## src/core/die_link_port_cfg.svh

```systemverilog
/*
  Constants for the die link port pins block: register indices, field
  widths, reset values and the APB answer codes.
  Assumes it is included by its bare name from the package and the core.
*/
// What this block does
// - Port C bit 1 becomes the die link interrupt input while the die link owns it.
// - Port C bit 0 becomes the die link clock output while the die link owns it.
// - In eight-bit die link mode all port D pins 7 to 0 carry die link data.
// - In four-bit die link mode only port D pins 3 to 0 carry die link data.
// - A data bit reads the stored value when its direction bit is 1, else the synced pin.
// - While the die link owns a pin it sets the direction and the stored bit stays unchanged.
// - A general purpose pin drives out when its direction bit is 1, else it floats as input.
// - Every port C or D pin the die link does not claim works as general purpose I/O.
// - The port C direction register holds only bits 1 and 0.
// - The port D direction register holds all eight bits 7 to 0.
// - Each byte of the reserved range reads as zero and ignores writes.
// - A data write moves a pin only when that pin is a general purpose output.
// - Port D pins get pull-downs while they serve as die link inputs.
// - In four-bit die link mode port D pins 7 to 4 stay general purpose I/O.
`ifndef DIE_LINK_PORT_CFG_SVH
`define DIE_LINK_PORT_CFG_SVH

// Register indices; byte address is four times the index
`define IDX_PORT_C_DATA 10'h004
`define IDX_PORT_D_DATA 10'h005
`define IDX_PORT_C_DIR 10'h006
`define IDX_PORT_D_DIR 10'h007
`define IDX_RSVD_FIRST 10'h008
`define IDX_RSVD_LAST 10'h019

// Widths
`define PORT_C_BITS 2
`define PORT_D_BITS 8
`define ADDR_BITS 12
`define NARROW_BITS_DEFAULT 4

// Reset values
`define RST_PORT_C 2'h0
`define RST_PORT_D 8'h00

// Bus answer pieces
`define WORD_LSB 2
`define ALIGN_OK 2'h0
`define RDATA_ZERO 32'h0000_0000
`define PAD_C 30'h0000_0000
`define PAD_D 24'h00_0000

`endif

```

## src/core/die_link_port_pkg.sv

```systemverilog
/*
  Types for the die link port pins block: the single state record.
  Assumes the constants header sits beside it on the include path.
*/
`default_nettype none

package die_link_port_pkg;
`include "die_link_port_cfg.svh"

  // Whole state of the block, registered in one process
  typedef struct packed {
    logic [`PORT_C_BITS-1:0] port_c_output_data;
    logic [`PORT_C_BITS-1:0] port_c_direction;
    logic [`PORT_D_BITS-1:0] port_d_output_data;
    logic [`PORT_D_BITS-1:0] port_d_direction;
    logic [`PORT_C_BITS-1:0] c_sync1;
    logic [`PORT_C_BITS-1:0] c_sync2;
    logic [`PORT_D_BITS-1:0] d_sync1;
    logic [`PORT_D_BITS-1:0] d_sync2;
    logic pready;
    logic pslverr;
    logic [31:0] prdata;
    logic [`PORT_C_BITS-1:0] pc_out;
    logic [`PORT_C_BITS-1:0] pc_oe;
    logic pc1_pulldown;
    logic [`PORT_D_BITS-1:0] pd_out;
    logic [`PORT_D_BITS-1:0] pd_oe;
    logic [`PORT_D_BITS-1:0] pd_pulldown;
    logic die_link_interrupt;
    logic [`PORT_D_BITS-1:0] die_link_data_in;
  } port_state_t;

endpackage : die_link_port_pkg

`default_nettype wire

```

## src/core/die_link_port_pins.sv

```systemverilog
/*
  Port C and port D general purpose I/O whose pins are shared with the
  die link interface, with the data and direction registers on APB.
  Assumes the die link logic runs on clk_sys, and that pin levels come
  from outside the clock domain.
*/
// Register access over APB was chosen for this implementation.
`default_nettype none

`include "die_link_port_cfg.svh"

module die_link_port_pins
  import die_link_port_pkg::*;
#(
  parameter int NARROW_BITS = `NARROW_BITS_DEFAULT
) (
  // Clock and reset
  input wire logic clk_sys,
  input wire logic nrst,
  // APB slave
  input wire logic psel,
  input wire logic penable,
  input wire logic pwrite,
  input wire logic [`ADDR_BITS-1:0] paddr,
  input wire logic [31:0] pwdata,
  input wire logic [3:0] pstrb,
  output logic [31:0] prdata,
  output logic pready,
  output logic pslverr,
  // Port C pins
  input wire logic [`PORT_C_BITS-1:0] pc_in,
  output logic [`PORT_C_BITS-1:0] pc_out,
  output logic [`PORT_C_BITS-1:0] pc_oe,
  output logic pc1_pulldown,
  // Port D pins
  input wire logic [`PORT_D_BITS-1:0] pd_in,
  output logic [`PORT_D_BITS-1:0] pd_out,
  output logic [`PORT_D_BITS-1:0] pd_oe,
  output logic [`PORT_D_BITS-1:0] pd_pulldown,
  // Die link side
  input wire logic die_link_enable,
  input wire logic die_link_wide_mode,
  input wire logic die_link_clock,
  input wire logic [`PORT_D_BITS-1:0] die_link_data_out,
  input wire logic [`PORT_D_BITS-1:0] die_link_data_oe,
  output logic die_link_interrupt,
  output logic [`PORT_D_BITS-1:0] die_link_data_in
);

  // Narrow mode cannot claim more pins than the port has
  if (NARROW_BITS < 1 || NARROW_BITS > `PORT_D_BITS) begin : g_bad_narrow
    $error("NARROW_BITS must lie between 1 and the port D width");
  end

  port_state_t st;
  port_state_t next_st;

  logic [9:0] word_index;
  logic aligned;
  logic access_done;
  logic [`PORT_D_BITS-1:0] narrow_mask;
  logic [`PORT_D_BITS-1:0] d_owned;

  assign word_index = paddr[`ADDR_BITS-1:`WORD_LSB];
  assign aligned = (paddr[`WORD_LSB-1:0] == `ALIGN_OK);
  // Write lands and read data is taken only at this edge
  assign access_done = psel && penable && st.pready;

  // Pins claimed on port D by the die link, per width mode
  genvar gi;
  for (gi = 0; gi < `PORT_D_BITS; gi++) begin : g_mask
    assign narrow_mask[gi] = (gi < NARROW_BITS);
    // Eight-bit mode takes all pins, four-bit mode only the low ones
    assign d_owned[gi] = die_link_enable && (die_link_wide_mode || narrow_mask[gi]);
  end

  // Next state: synchronisers, bus slave and pin muxing
  always_comb begin
    next_st = st;

    // Pins enter through two flops; only the second stage is used below
    next_st.c_sync1 = pc_in;
    next_st.c_sync2 = st.c_sync1;
    next_st.d_sync1 = pd_in;
    next_st.d_sync2 = st.d_sync1;

    // Answer one cycle into the access phase, then drop after completion
    next_st.pready = 1'b0;
    next_st.pslverr = 1'b0;
    if (psel && penable && !st.pready) begin
      next_st.pready = 1'b1;
      next_st.prdata = `RDATA_ZERO;
      if (!aligned) begin
        next_st.pslverr = 1'b1;
      end else if (word_index == `IDX_PORT_C_DATA) begin
        // Per bit: stored value for outputs, synced pin for inputs
        next_st.prdata = {`PAD_C, (st.port_c_direction & st.port_c_output_data) |
                          (~st.port_c_direction & st.c_sync2)};
      end else if (word_index == `IDX_PORT_D_DATA) begin
        next_st.prdata = {`PAD_D, (st.port_d_direction & st.port_d_output_data) |
                          (~st.port_d_direction & st.d_sync2)};
      end else if (word_index == `IDX_PORT_C_DIR) begin
        next_st.prdata = {`PAD_C, st.port_c_direction};
      end else if (word_index == `IDX_PORT_D_DIR) begin
        next_st.prdata = {`PAD_D, st.port_d_direction};
      end else if (word_index >= `IDX_RSVD_FIRST && word_index <= `IDX_RSVD_LAST) begin
        next_st.prdata = `RDATA_ZERO;
      end else begin
        next_st.pslverr = 1'b1;
      end
    end

    // Writes take only byte lane 0; reserved bytes swallow writes
    if (access_done && pwrite && pstrb[0] && aligned) begin
      if (word_index == `IDX_PORT_C_DATA) begin
        next_st.port_c_output_data = pwdata[`PORT_C_BITS-1:0];
      end else if (word_index == `IDX_PORT_D_DATA) begin
        next_st.port_d_output_data = pwdata[`PORT_D_BITS-1:0];
      end else if (word_index == `IDX_PORT_C_DIR) begin
        // Upper bits are not stored at all
        next_st.port_c_direction = pwdata[`PORT_C_BITS-1:0];
      end else if (word_index == `IDX_PORT_D_DIR) begin
        next_st.port_d_direction = pwdata[`PORT_D_BITS-1:0];
      end
    end

    // Port C bit 0: die link clock out, else general purpose
    if (die_link_enable) begin
      next_st.pc_out[0] = die_link_clock;
      next_st.pc_oe[0] = 1'b1;
    end else begin
      next_st.pc_out[0] = st.port_c_output_data[0];
      next_st.pc_oe[0] = st.port_c_direction[0];
    end

    // Port C bit 1: die link interrupt in, held with a pull-down
    if (die_link_enable) begin
      next_st.pc_out[1] = 1'b0;
      next_st.pc_oe[1] = 1'b0;
      next_st.pc1_pulldown = 1'b1;
    end else begin
      next_st.pc_out[1] = st.port_c_output_data[1];
      next_st.pc_oe[1] = st.port_c_direction[1];
      next_st.pc1_pulldown = 1'b0;
    end
    // Interrupt seen only while owned; a floating GPIO must not look like one
    next_st.die_link_interrupt = die_link_enable && st.c_sync2[1];

    // Port D: per pin select between die link and general purpose use
    for (int i = 0; i < `PORT_D_BITS; i++) begin
      if (d_owned[i]) begin
        // The die link steers direction; the stored bit is left alone
        next_st.pd_out[i] = die_link_data_out[i];
        next_st.pd_oe[i] = die_link_data_oe[i];
        next_st.pd_pulldown[i] = !die_link_data_oe[i];
      end else begin
        // Unclaimed pins, including the upper half in narrow mode
        next_st.pd_out[i] = st.port_d_output_data[i];
        next_st.pd_oe[i] = st.port_d_direction[i];
        next_st.pd_pulldown[i] = 1'b0;
      end
    end
    // Unclaimed bits read zero toward the die link
    next_st.die_link_data_in = d_owned & st.d_sync2;
  end

  // State register; every pin starts as a floating input
  always_ff @(posedge clk_sys or negedge nrst) begin
    if (!nrst) begin
      st <= '0;
      st.port_c_output_data <= `RST_PORT_C;
      st.port_c_direction <= `RST_PORT_C;
      st.port_d_output_data <= `RST_PORT_D;
      st.port_d_direction <= `RST_PORT_D;
    end else begin
      st <= next_st;
    end
  end

  // Outputs straight from the state flops
  assign prdata = st.prdata;
  assign pready = st.pready;
  assign pslverr = st.pslverr;
  assign pc_out = st.pc_out;
  assign pc_oe = st.pc_oe;
  assign pc1_pulldown = st.pc1_pulldown;
  assign pd_out = st.pd_out;
  assign pd_oe = st.pd_oe;
  assign pd_pulldown = st.pd_pulldown;
  assign die_link_interrupt = st.die_link_interrupt;
  assign die_link_data_in = st.die_link_data_in;

endmodule // die_link_port_pins

`default_nettype wire

```

## config.mk

```make
export PLATFORM = sky130hd
export DESIGN_NAME = die_link_port_pins
export DESIGN_NICKNAME = d
export VERILOG_FILES = /design/src/core/die_link_port_pkg.sv /design/src/core/die_link_port_pins.sv
export VERILOG_INCLUDE_DIRS = /design/src /design/src/core
export SDC_FILE = /design/constraint.sdc
export NUM_CORES = 1
export LEC_CHECK = 0
export BUFFER_PORTS_ARGS = -buffer_cell sky130_fd_sc_hd__buf_4
export CAP_MARGIN = 20
export CORE_MARGIN = 8
export CORE_UTILIZATION = 48
export CTS_CLUSTER_SIZE = 20
export DETAILED_ROUTE_END_ITERATION = 8
export PLACE_DENSITY = 0.8
export SLEW_MARGIN = 20
export SYNTH_ARGS = -nofsm -noshare
export SYNTH_HDL_FRONTEND = slang
export SYNTH_SLANG_ARGS = --single-unit
```

## constraint.sdc

```tcl
create_clock -name clk_sys -period 1.95 [get_ports clk_sys]
set_input_delay 0.2925 -clock clk_sys [delete_from_list [all_inputs] [get_ports clk_sys]]
set_output_delay 0.2925 -clock clk_sys [all_outputs]
set_load 0.02 [all_outputs]
```

Word level (Yosys, flattened, before mapping)
Index checks and enable logic that the tools add are counted.
Word-level totals
  flip-flop bits (word level): 112
  bits of input ports: 82
  output and inout bits: 72
Cells by class
  $lt $le $gt $ge: 2
  equality and inequality tests: 4
  mux-type cells: 41
  bitwise logic cells: 12
  reductions and logical operators: 23
Operators by type and width (count)
  32-bit two-way mux: 2
  10-bit by 3-bit equality test with 1-bit output (second input constant): 4
  1-bit two-way mux: 35
  34-bit two-way mux: 1
  8-bit AND: 3
  8-bit two-way mux: 3
  10-bit by 4-bit greater-or-equal comparator with 1-bit output (second input constant): 1
  10-bit by 5-bit <= comparator with 1-bit output (second input constant): 1
  1-bit logical AND: 9
  1-bit zero test: 9
  8-bit NOT: 1
  8-bit OR: 1
  5-bit AND reduction: 1
  2-bit AND: 2
  4-bit AND reduction: 1
  1-bit NOT: 3
  3-bit AND reduction: 1
  2-bit zero test: 1
  2-bit NOT: 1
  2-bit OR: 1
  2-bit AND reduction: 1

Depth between registers and ports, before layout
Gate-level depths: netlist of run 1.
  depth in word-level cells: 9
  mapped depth: 6

Worst setup path after synthesis of run 1
No wires, ideal clock.
  path type: input port to flip-flop
  start: input paddr[9]
  end: register st[92] (netlist bit)
  setup time: 0.128 ns
  arrival time: 1.536 ns
  required time: 1.822 ns
  slack: 0.287 ns
  stages on the path: 4
  buffers on the path: 0
  path through: or4_4 -> nor2_4 -> nand4_4 -> mux2_1
On the way
  word-level cells in the longest chain between the ends: 3
  elaborated cells between the ends (all ways): 8
  classes of those cells: eq/ne (4); bitwise (3); reduce/logical (1)
RTL lines
  start: declaration: line die_link_port_pins.sv:24  | input wire logic [`ADDR_BITS-1:0] paddr,
  10-bit by 3-bit equality test with 1-bit output (no line)
  1-bit NOT (no line)
  5-bit AND reduction (no line) *
  end signal: assignment: line die_link_port_pins.sv:176  | st <= next_st;
  end: declaration: line die_link_port_pins.sv:55  | port_state_t st;
Every way passes the cells marked *; elsewhere a longest branch is shown, timed or not.
A chain may end at the register's enable or synchronous reset.

Final worst setup path of run 1
  start: register st (netlist bit pready)
  end: register st[104] (netlist bit)
On the way
  word-level cells in the longest chain between the ends: 5
RTL lines
  1-bit logical AND: line die_link_port_pins.sv:67  | assign access_done = psel && penable && st.pready;
  1-bit logical AND (3 in series): line die_link_port_pins.sv:114  | if (access_done && pwrite && pstrb[0] && aligned) begin
  3-bit AND reduction (no line)
Every way passes these cells.

==> results of run 1 <==
## worst max-delay path, cell delays in order (launching register included)
cell	delay (ns)
dfrtp_1	0.39
nand3_1	0.08
nor2_1	0.42
nand4b_4	0.32
mux2_1	0.40
## power by group through the flow
stage | clock [mW] | sequential [mW] | combinational (mW)
2_1_floorplan | 0 | 1.93 | 0.240
3_3_place_gp | 0 | 1.93 | 0.365
3_5_place_dp | 0 | 1.94 | 0.374
4_1_cts | 1.37 | 1.90 | 0.375
5_1_grt | 1.43 | 1.91 | 0.403
6_report | 1.33 | 1.90 | 0.371
## sequential cells by signal, summed over array words and instances, names as in the netlist
signal,count
pc_out,2
pd_oe,8
pready,1
prdata,8
die_link_data_in,8
pd_out,8
pslverr,1
next_st,10
pc_oe,2
pd_pulldown,8
pc1_pulldown,1
die_link_interrupt,1
st,30
## placed cells by master (no fill, tap or decap), drive strengths merged, types with 3 or more instances in the layout
master,netlist,final
nor2b,6,6
mux2,37,37
o21a,6,6
nor2,12,12
dfrtp,88,88
clkbuf,7,14
and2,5,5
nand3,5,5
a31oi,3,3
mux2i,4,4
and3,4,4
a41oi,4,4
conb,1,24
buf,69,112
nand2,8,8
o21ai,6,6
## Yosys cell counts (3+ instances only)
cell / instances
o21ai_0: 6
buf_4: 68
nand2_1: 8
nor2_1: 10
dfrtp_1: 88
a31oi_1: 3
clkbuf_1: 7
and2_1: 5
a41oi_1: 4
and3_1: 4
nor2b_1: 6
o21a_1: 6
mux2_1: 12
nand3_1: 5
mux2i_1: 4
mux2_2: 25
## worst paths after layout
kind / end / slack, ns / cells past startpoint
setup reg to reg: st[104] / 0.22 / 4
hold / removal: next_st[88] / 0.04 / 1
max in group asynchronous: pc1_pulldown / 0.94 / 3
setup / recovery: st[104] / 0.22 / 4
hold reg to reg: st[88] / 0.35 / 0
min in group asynchronous: pd_out[0] / 0.43 / 2
## layer usage
metal	share of wire (%)	track usage [%]	up-vias
met5	0	0	-
met4	2.3	8.58	0
met3	5.7	4.28	13
met2	52	25.1	73
met1	40	17.2	1126
li1	-	-	1038
## cell families after synthesis
logic type	synth area share [%]
buffers and inverters	14.6
AO/OA/AOI/OAI	4.91
multiplexers	12.2
other	0.100
AND/OR/NAND/NOR	9.45
flip-flops	58.7
## layout make-up
cell class	count	area share, %
clock buffers	14	4.06
clock inverters	2	0.778
inverters	2	0.167
multi-input cells	147	24.1
flip-flops and latches	88	48.9
well taps	102	2.83
repair buffers	113	19.2
## through the flow
stage / cells / setup slack, ns / total power, mW / utilization, %
after floorplan: 313 / 0.287 / 2.17 / -
after global placement: 451 / 0.0362 / 2.30 / 55.9
after detailed placement: 451 / 0.00564 / 2.31 / 55.9
after CTS: 468 / 0.212 / 3.65 / 58.9
after global routing: 468 / 0.0970 / 3.74 / 58.9
final: 468 / 0.218 / 3.60 / 58.9
## what timing repair did
action                                  4_1_cts  5_1_grt
endpoints found under the setup margin        0        0
hold buffers                                  1        0
hold endpoints to repair                     31        0
==> run summary, run 1 <==
outcome: completed
Reg clk slew, reported paths: 0.08 ns
Syn Area/Cell: 12.9 um2
r2r startpoint: pready
CTS resizes: 0
critical path type: register to register
synth top area cells: dfrtp_1, buf_4, mux2_2
design area: 0.00450 mm2
Core Area: 0.00765 mm2
# clock sinks: 88
max frequency: 577 MHz
layout cells sized above 1: 43.7%
Max Cap Viol: 0
Final Hold Vio Count: 0
Final Critical Period: 1.73 ns
final hold slack: 0.0419 ns
min-delay src: pc_in[0]
Top Ports: 154
Post-DP HPWL: 6.02 mm
DR pass1 iterations: 3
GRT Util Overall: 15.2%
setup TNS: 0 ns
switching share of power: 23.1%
total wire length: 7.97 mm
CTS tree: yes
Filler cells: 631
diode count: 0
# rows: 32
Die H: 104 um
Reg power frac: 52.7%
largest net degree at the start of global routing: 35
critical-path maximum fanout: 8
CP Launch Point: pready
P&R area growth vs syn: 20.1%
flops & latches, synth: 88
number of global-route vias before repair: 2579
RSZ-0062 raised after global routing: no
Port Buf Inserts: 102
routed len/inst: 17.0 um
grt total ovfl: 0
PwrDens: 800 mW/mm2
worst slew pin tran: 0.531 ns
initial antenna violation count: 0
ys flop type: dfrtp_1
P_leak: 2.34 nW
fin crit share: 88.8%
endpoint class of the critical path: register
DIE AREA: 0.0109 mm2
Data arrival, critical path: 1.96 ns
Final #Nets: 443
proportion of power drawn by combinational gates: 10.3%
internal power: 2.77 mW
Initial Utilization: 49.0%
Multi-input gate area: 0.00108 mm2
post-route ant nets: 0
drt via density: 4.81
Post-synth EDFFs: 0
Clk pwr share: 37.0%
Slew Limit Fails: 0
Syn. warnings: 0
first-pass GRT wire length: 13.0 mm
Synth top area share: 58.7%
post-synth top area cell: dfrtp_1
Switch Pwr: 0.832 mW
FF+latch area: 0.00220 mm2
clk buf depth: 2
# H-tree levels: 3
Netlist cell types: 36
register area share after synthesis: 58.7%
Cell Area, Placed: 0.00428 mm2
vias: 2250
Horiz. Die Dim: 104 um
final setup vio count: 0
Mapped Area: 0.00375 mm2
ys async rst share: 100%
DRC viols: 0
Critical Path RT: 2.18 ns
cell count after synthesis: 290
cts bufs inserted: 9
clock skew: 0.00672 ns
slew margin rel.: 64.5%
HP Class: input port to register
clk_lat worst skew: 0.35 ns
initial drt markers: 62
root buffer cell: clkbuf_8
RePlAce Congestion: 0.762
critical path launch point type: register
Worst VDD drop: 0.349 mV
setup bufs post-CTS: 0
No activity file was read; power rests on OpenSTA's default activity.
==> inputs of run 2 (changes only) <==
--- a/config.mk
+++ b/config.mk
@@ -12,6 +12,7 @@
 export CORE_UTILIZATION = 48
 export CTS_CLUSTER_SIZE = 20
 export DETAILED_ROUTE_END_ITERATION = 8
+export MAX_ROUTING_LAYER = met4
 export PLACE_DENSITY = 0.8
 export SLEW_MARGIN = 20
 export SYNTH_ARGS = -nofsm -noshare
==> run summary, run 2 (synthesis gave the netlist of run 1 again) <==
Final #Nets: 443
Critical Path RT: 2.18 ns
cts bufs inserted: 9
clock skew: 0.00599 ns
worst path cell trace: nand3_1, nor2_1, nand4b_4, mux2_1
DIE AREA: 0.0109 mm2
# H-tree levels: 3
diode count: 0
CTS resizes: 0
Filler cells: 631
Cell Area, Placed: 0.00428 mm2
slew margin rel.: 65.1%
endpoint class of the critical path: register
critical path type: register to register
most common cell after layout, fill and taps aside: buf_4
critical path launch point type: register
worst slew pin tran: 0.522 ns
max frequency: 576 MHz
root buffer cell: clkbuf_8
max reg flops: 30
Final Hold Vio Count: 0
CTS Hold Bufs: 1
Horiz. Die Dim: 104 um
# rows: 32
final hold slack: 0.0410 ns
DR pass1 iterations: 4
Die H: 104 um
Worst Path Buf+Inv: 0
layout cells sized above 1: 43.7%
Top Ports: 154
routed len/inst: 17.0 um
GRT Util Overall: 15.7%
Biggest register: st
Final Critical Period: 1.74 ns
Core Area: 0.00765 mm2
placed cells: 451
Port Buf Inserts: 102
critical-path maximum fanout: 8
P_leak: 2.34 nW
drt via density: 4.78
Post-DP HPWL: 6.02 mm
largest net degree at the start of global routing: 35
number of global-route vias before repair: 2581
FF+latch area: 0.00220 mm2
fin crit share: 89.0%
Max Cap Viol: 0
Critical Path Max Stage Delay: 0.41 ns
design area: 0.00450 mm2
non-filler cells, final: 468
PwrDens: 801 mW/mm2
Slowest-stage cell, CP: nor2_1
grt total ovfl: 0
CTS tree: yes
Slew Limit Fails: 0
Worst VDD drop: 0.349 mV
clk buf depth: 2
final setup vio count: 0
Data arrival, critical path: 1.97 ns
P&R area growth vs syn: 20.1%
setup TNS: 0 ns
initial antenna violation count: 0
setup bufs post-CTS: 0
most frequent cells in the layout: buf_4, dfrtp_1, mux2_2
post-route ant nets: 0
RePlAce Congestion: 0.772
family with the most delay on the worst path: simple AND/OR/NAND/NOR gates
first-pass GRT wire length: 13.0 mm
DRC viols: 0
outcome: completed
Reg clk slew, reported paths: 0.08 ns
RSZ-0062 raised after global routing: no
Initial Utilization: 49.0%
Multi-input gate area: 0.00108 mm2
# clock sinks: 88
vias: 2235
HP Class: input port to register
initial drt markers: 73
total wire length: 7.97 mm
Final Power: 3.61 mW
clk_lat worst skew: 0.35 ns
[run 2: cell counts in the layout (fill, tap and decap cells not counted)]
No cell type changed its count.
[run 2: routing by layer]
layer	wire, um	up-vias	share of wire (%)	track usage (%)
li1	-	1037	-	-
met1	3270	1114	41	17.7
met2	4150	72	52	25.1
met3	400	12	5.0	4.40
met4	157	0	2.0	7.65
met5	0	-	0	-
[run 2: power by group]
part	total, mW	switching (mW)	internal (mW)
Clock	1.34	0.605	0.731
Combinational	0.371	0.210	0.161
Sequential	1.90	0.0192	1.88
[run 2: worst paths after layout]
check                            start            to  slack [ns]  cells after the start
hold reg to reg            next_st[88]        st[88]        0.35                      0
hold / removal                pd_in[1]   next_st[73]        0.04                      1
setup reg to reg                pready       st[104]        0.21                      4
setup / recovery                pready       st[104]        0.21                      4
min in group asynchronous         nrst     pd_out[0]        0.43                      2
max in group asynchronous         nrst  pc1_pulldown        0.94                      3
[run 2: stage by stage]
stage          setup WS [ns]  util [%]
2_1_floorplan          0.287         -
3_3_place_gp          0.0362      55.9
3_5_place_dp         0.00564      55.9
4_1_cts                0.212      58.9
5_1_grt               0.0969      58.9
6_report               0.214      58.9
[run 2: layout make-up]
type / count / share of cell area [%]
clock buffer: 14 / 4.06
clock inverter: 2 / 0.778
inverter: 2 / 0.167
multi-input combinational: 147 / 24.1
sequential: 88 / 48.9
tap: 102 / 2.83
timing repair buffer: 113 / 19.2
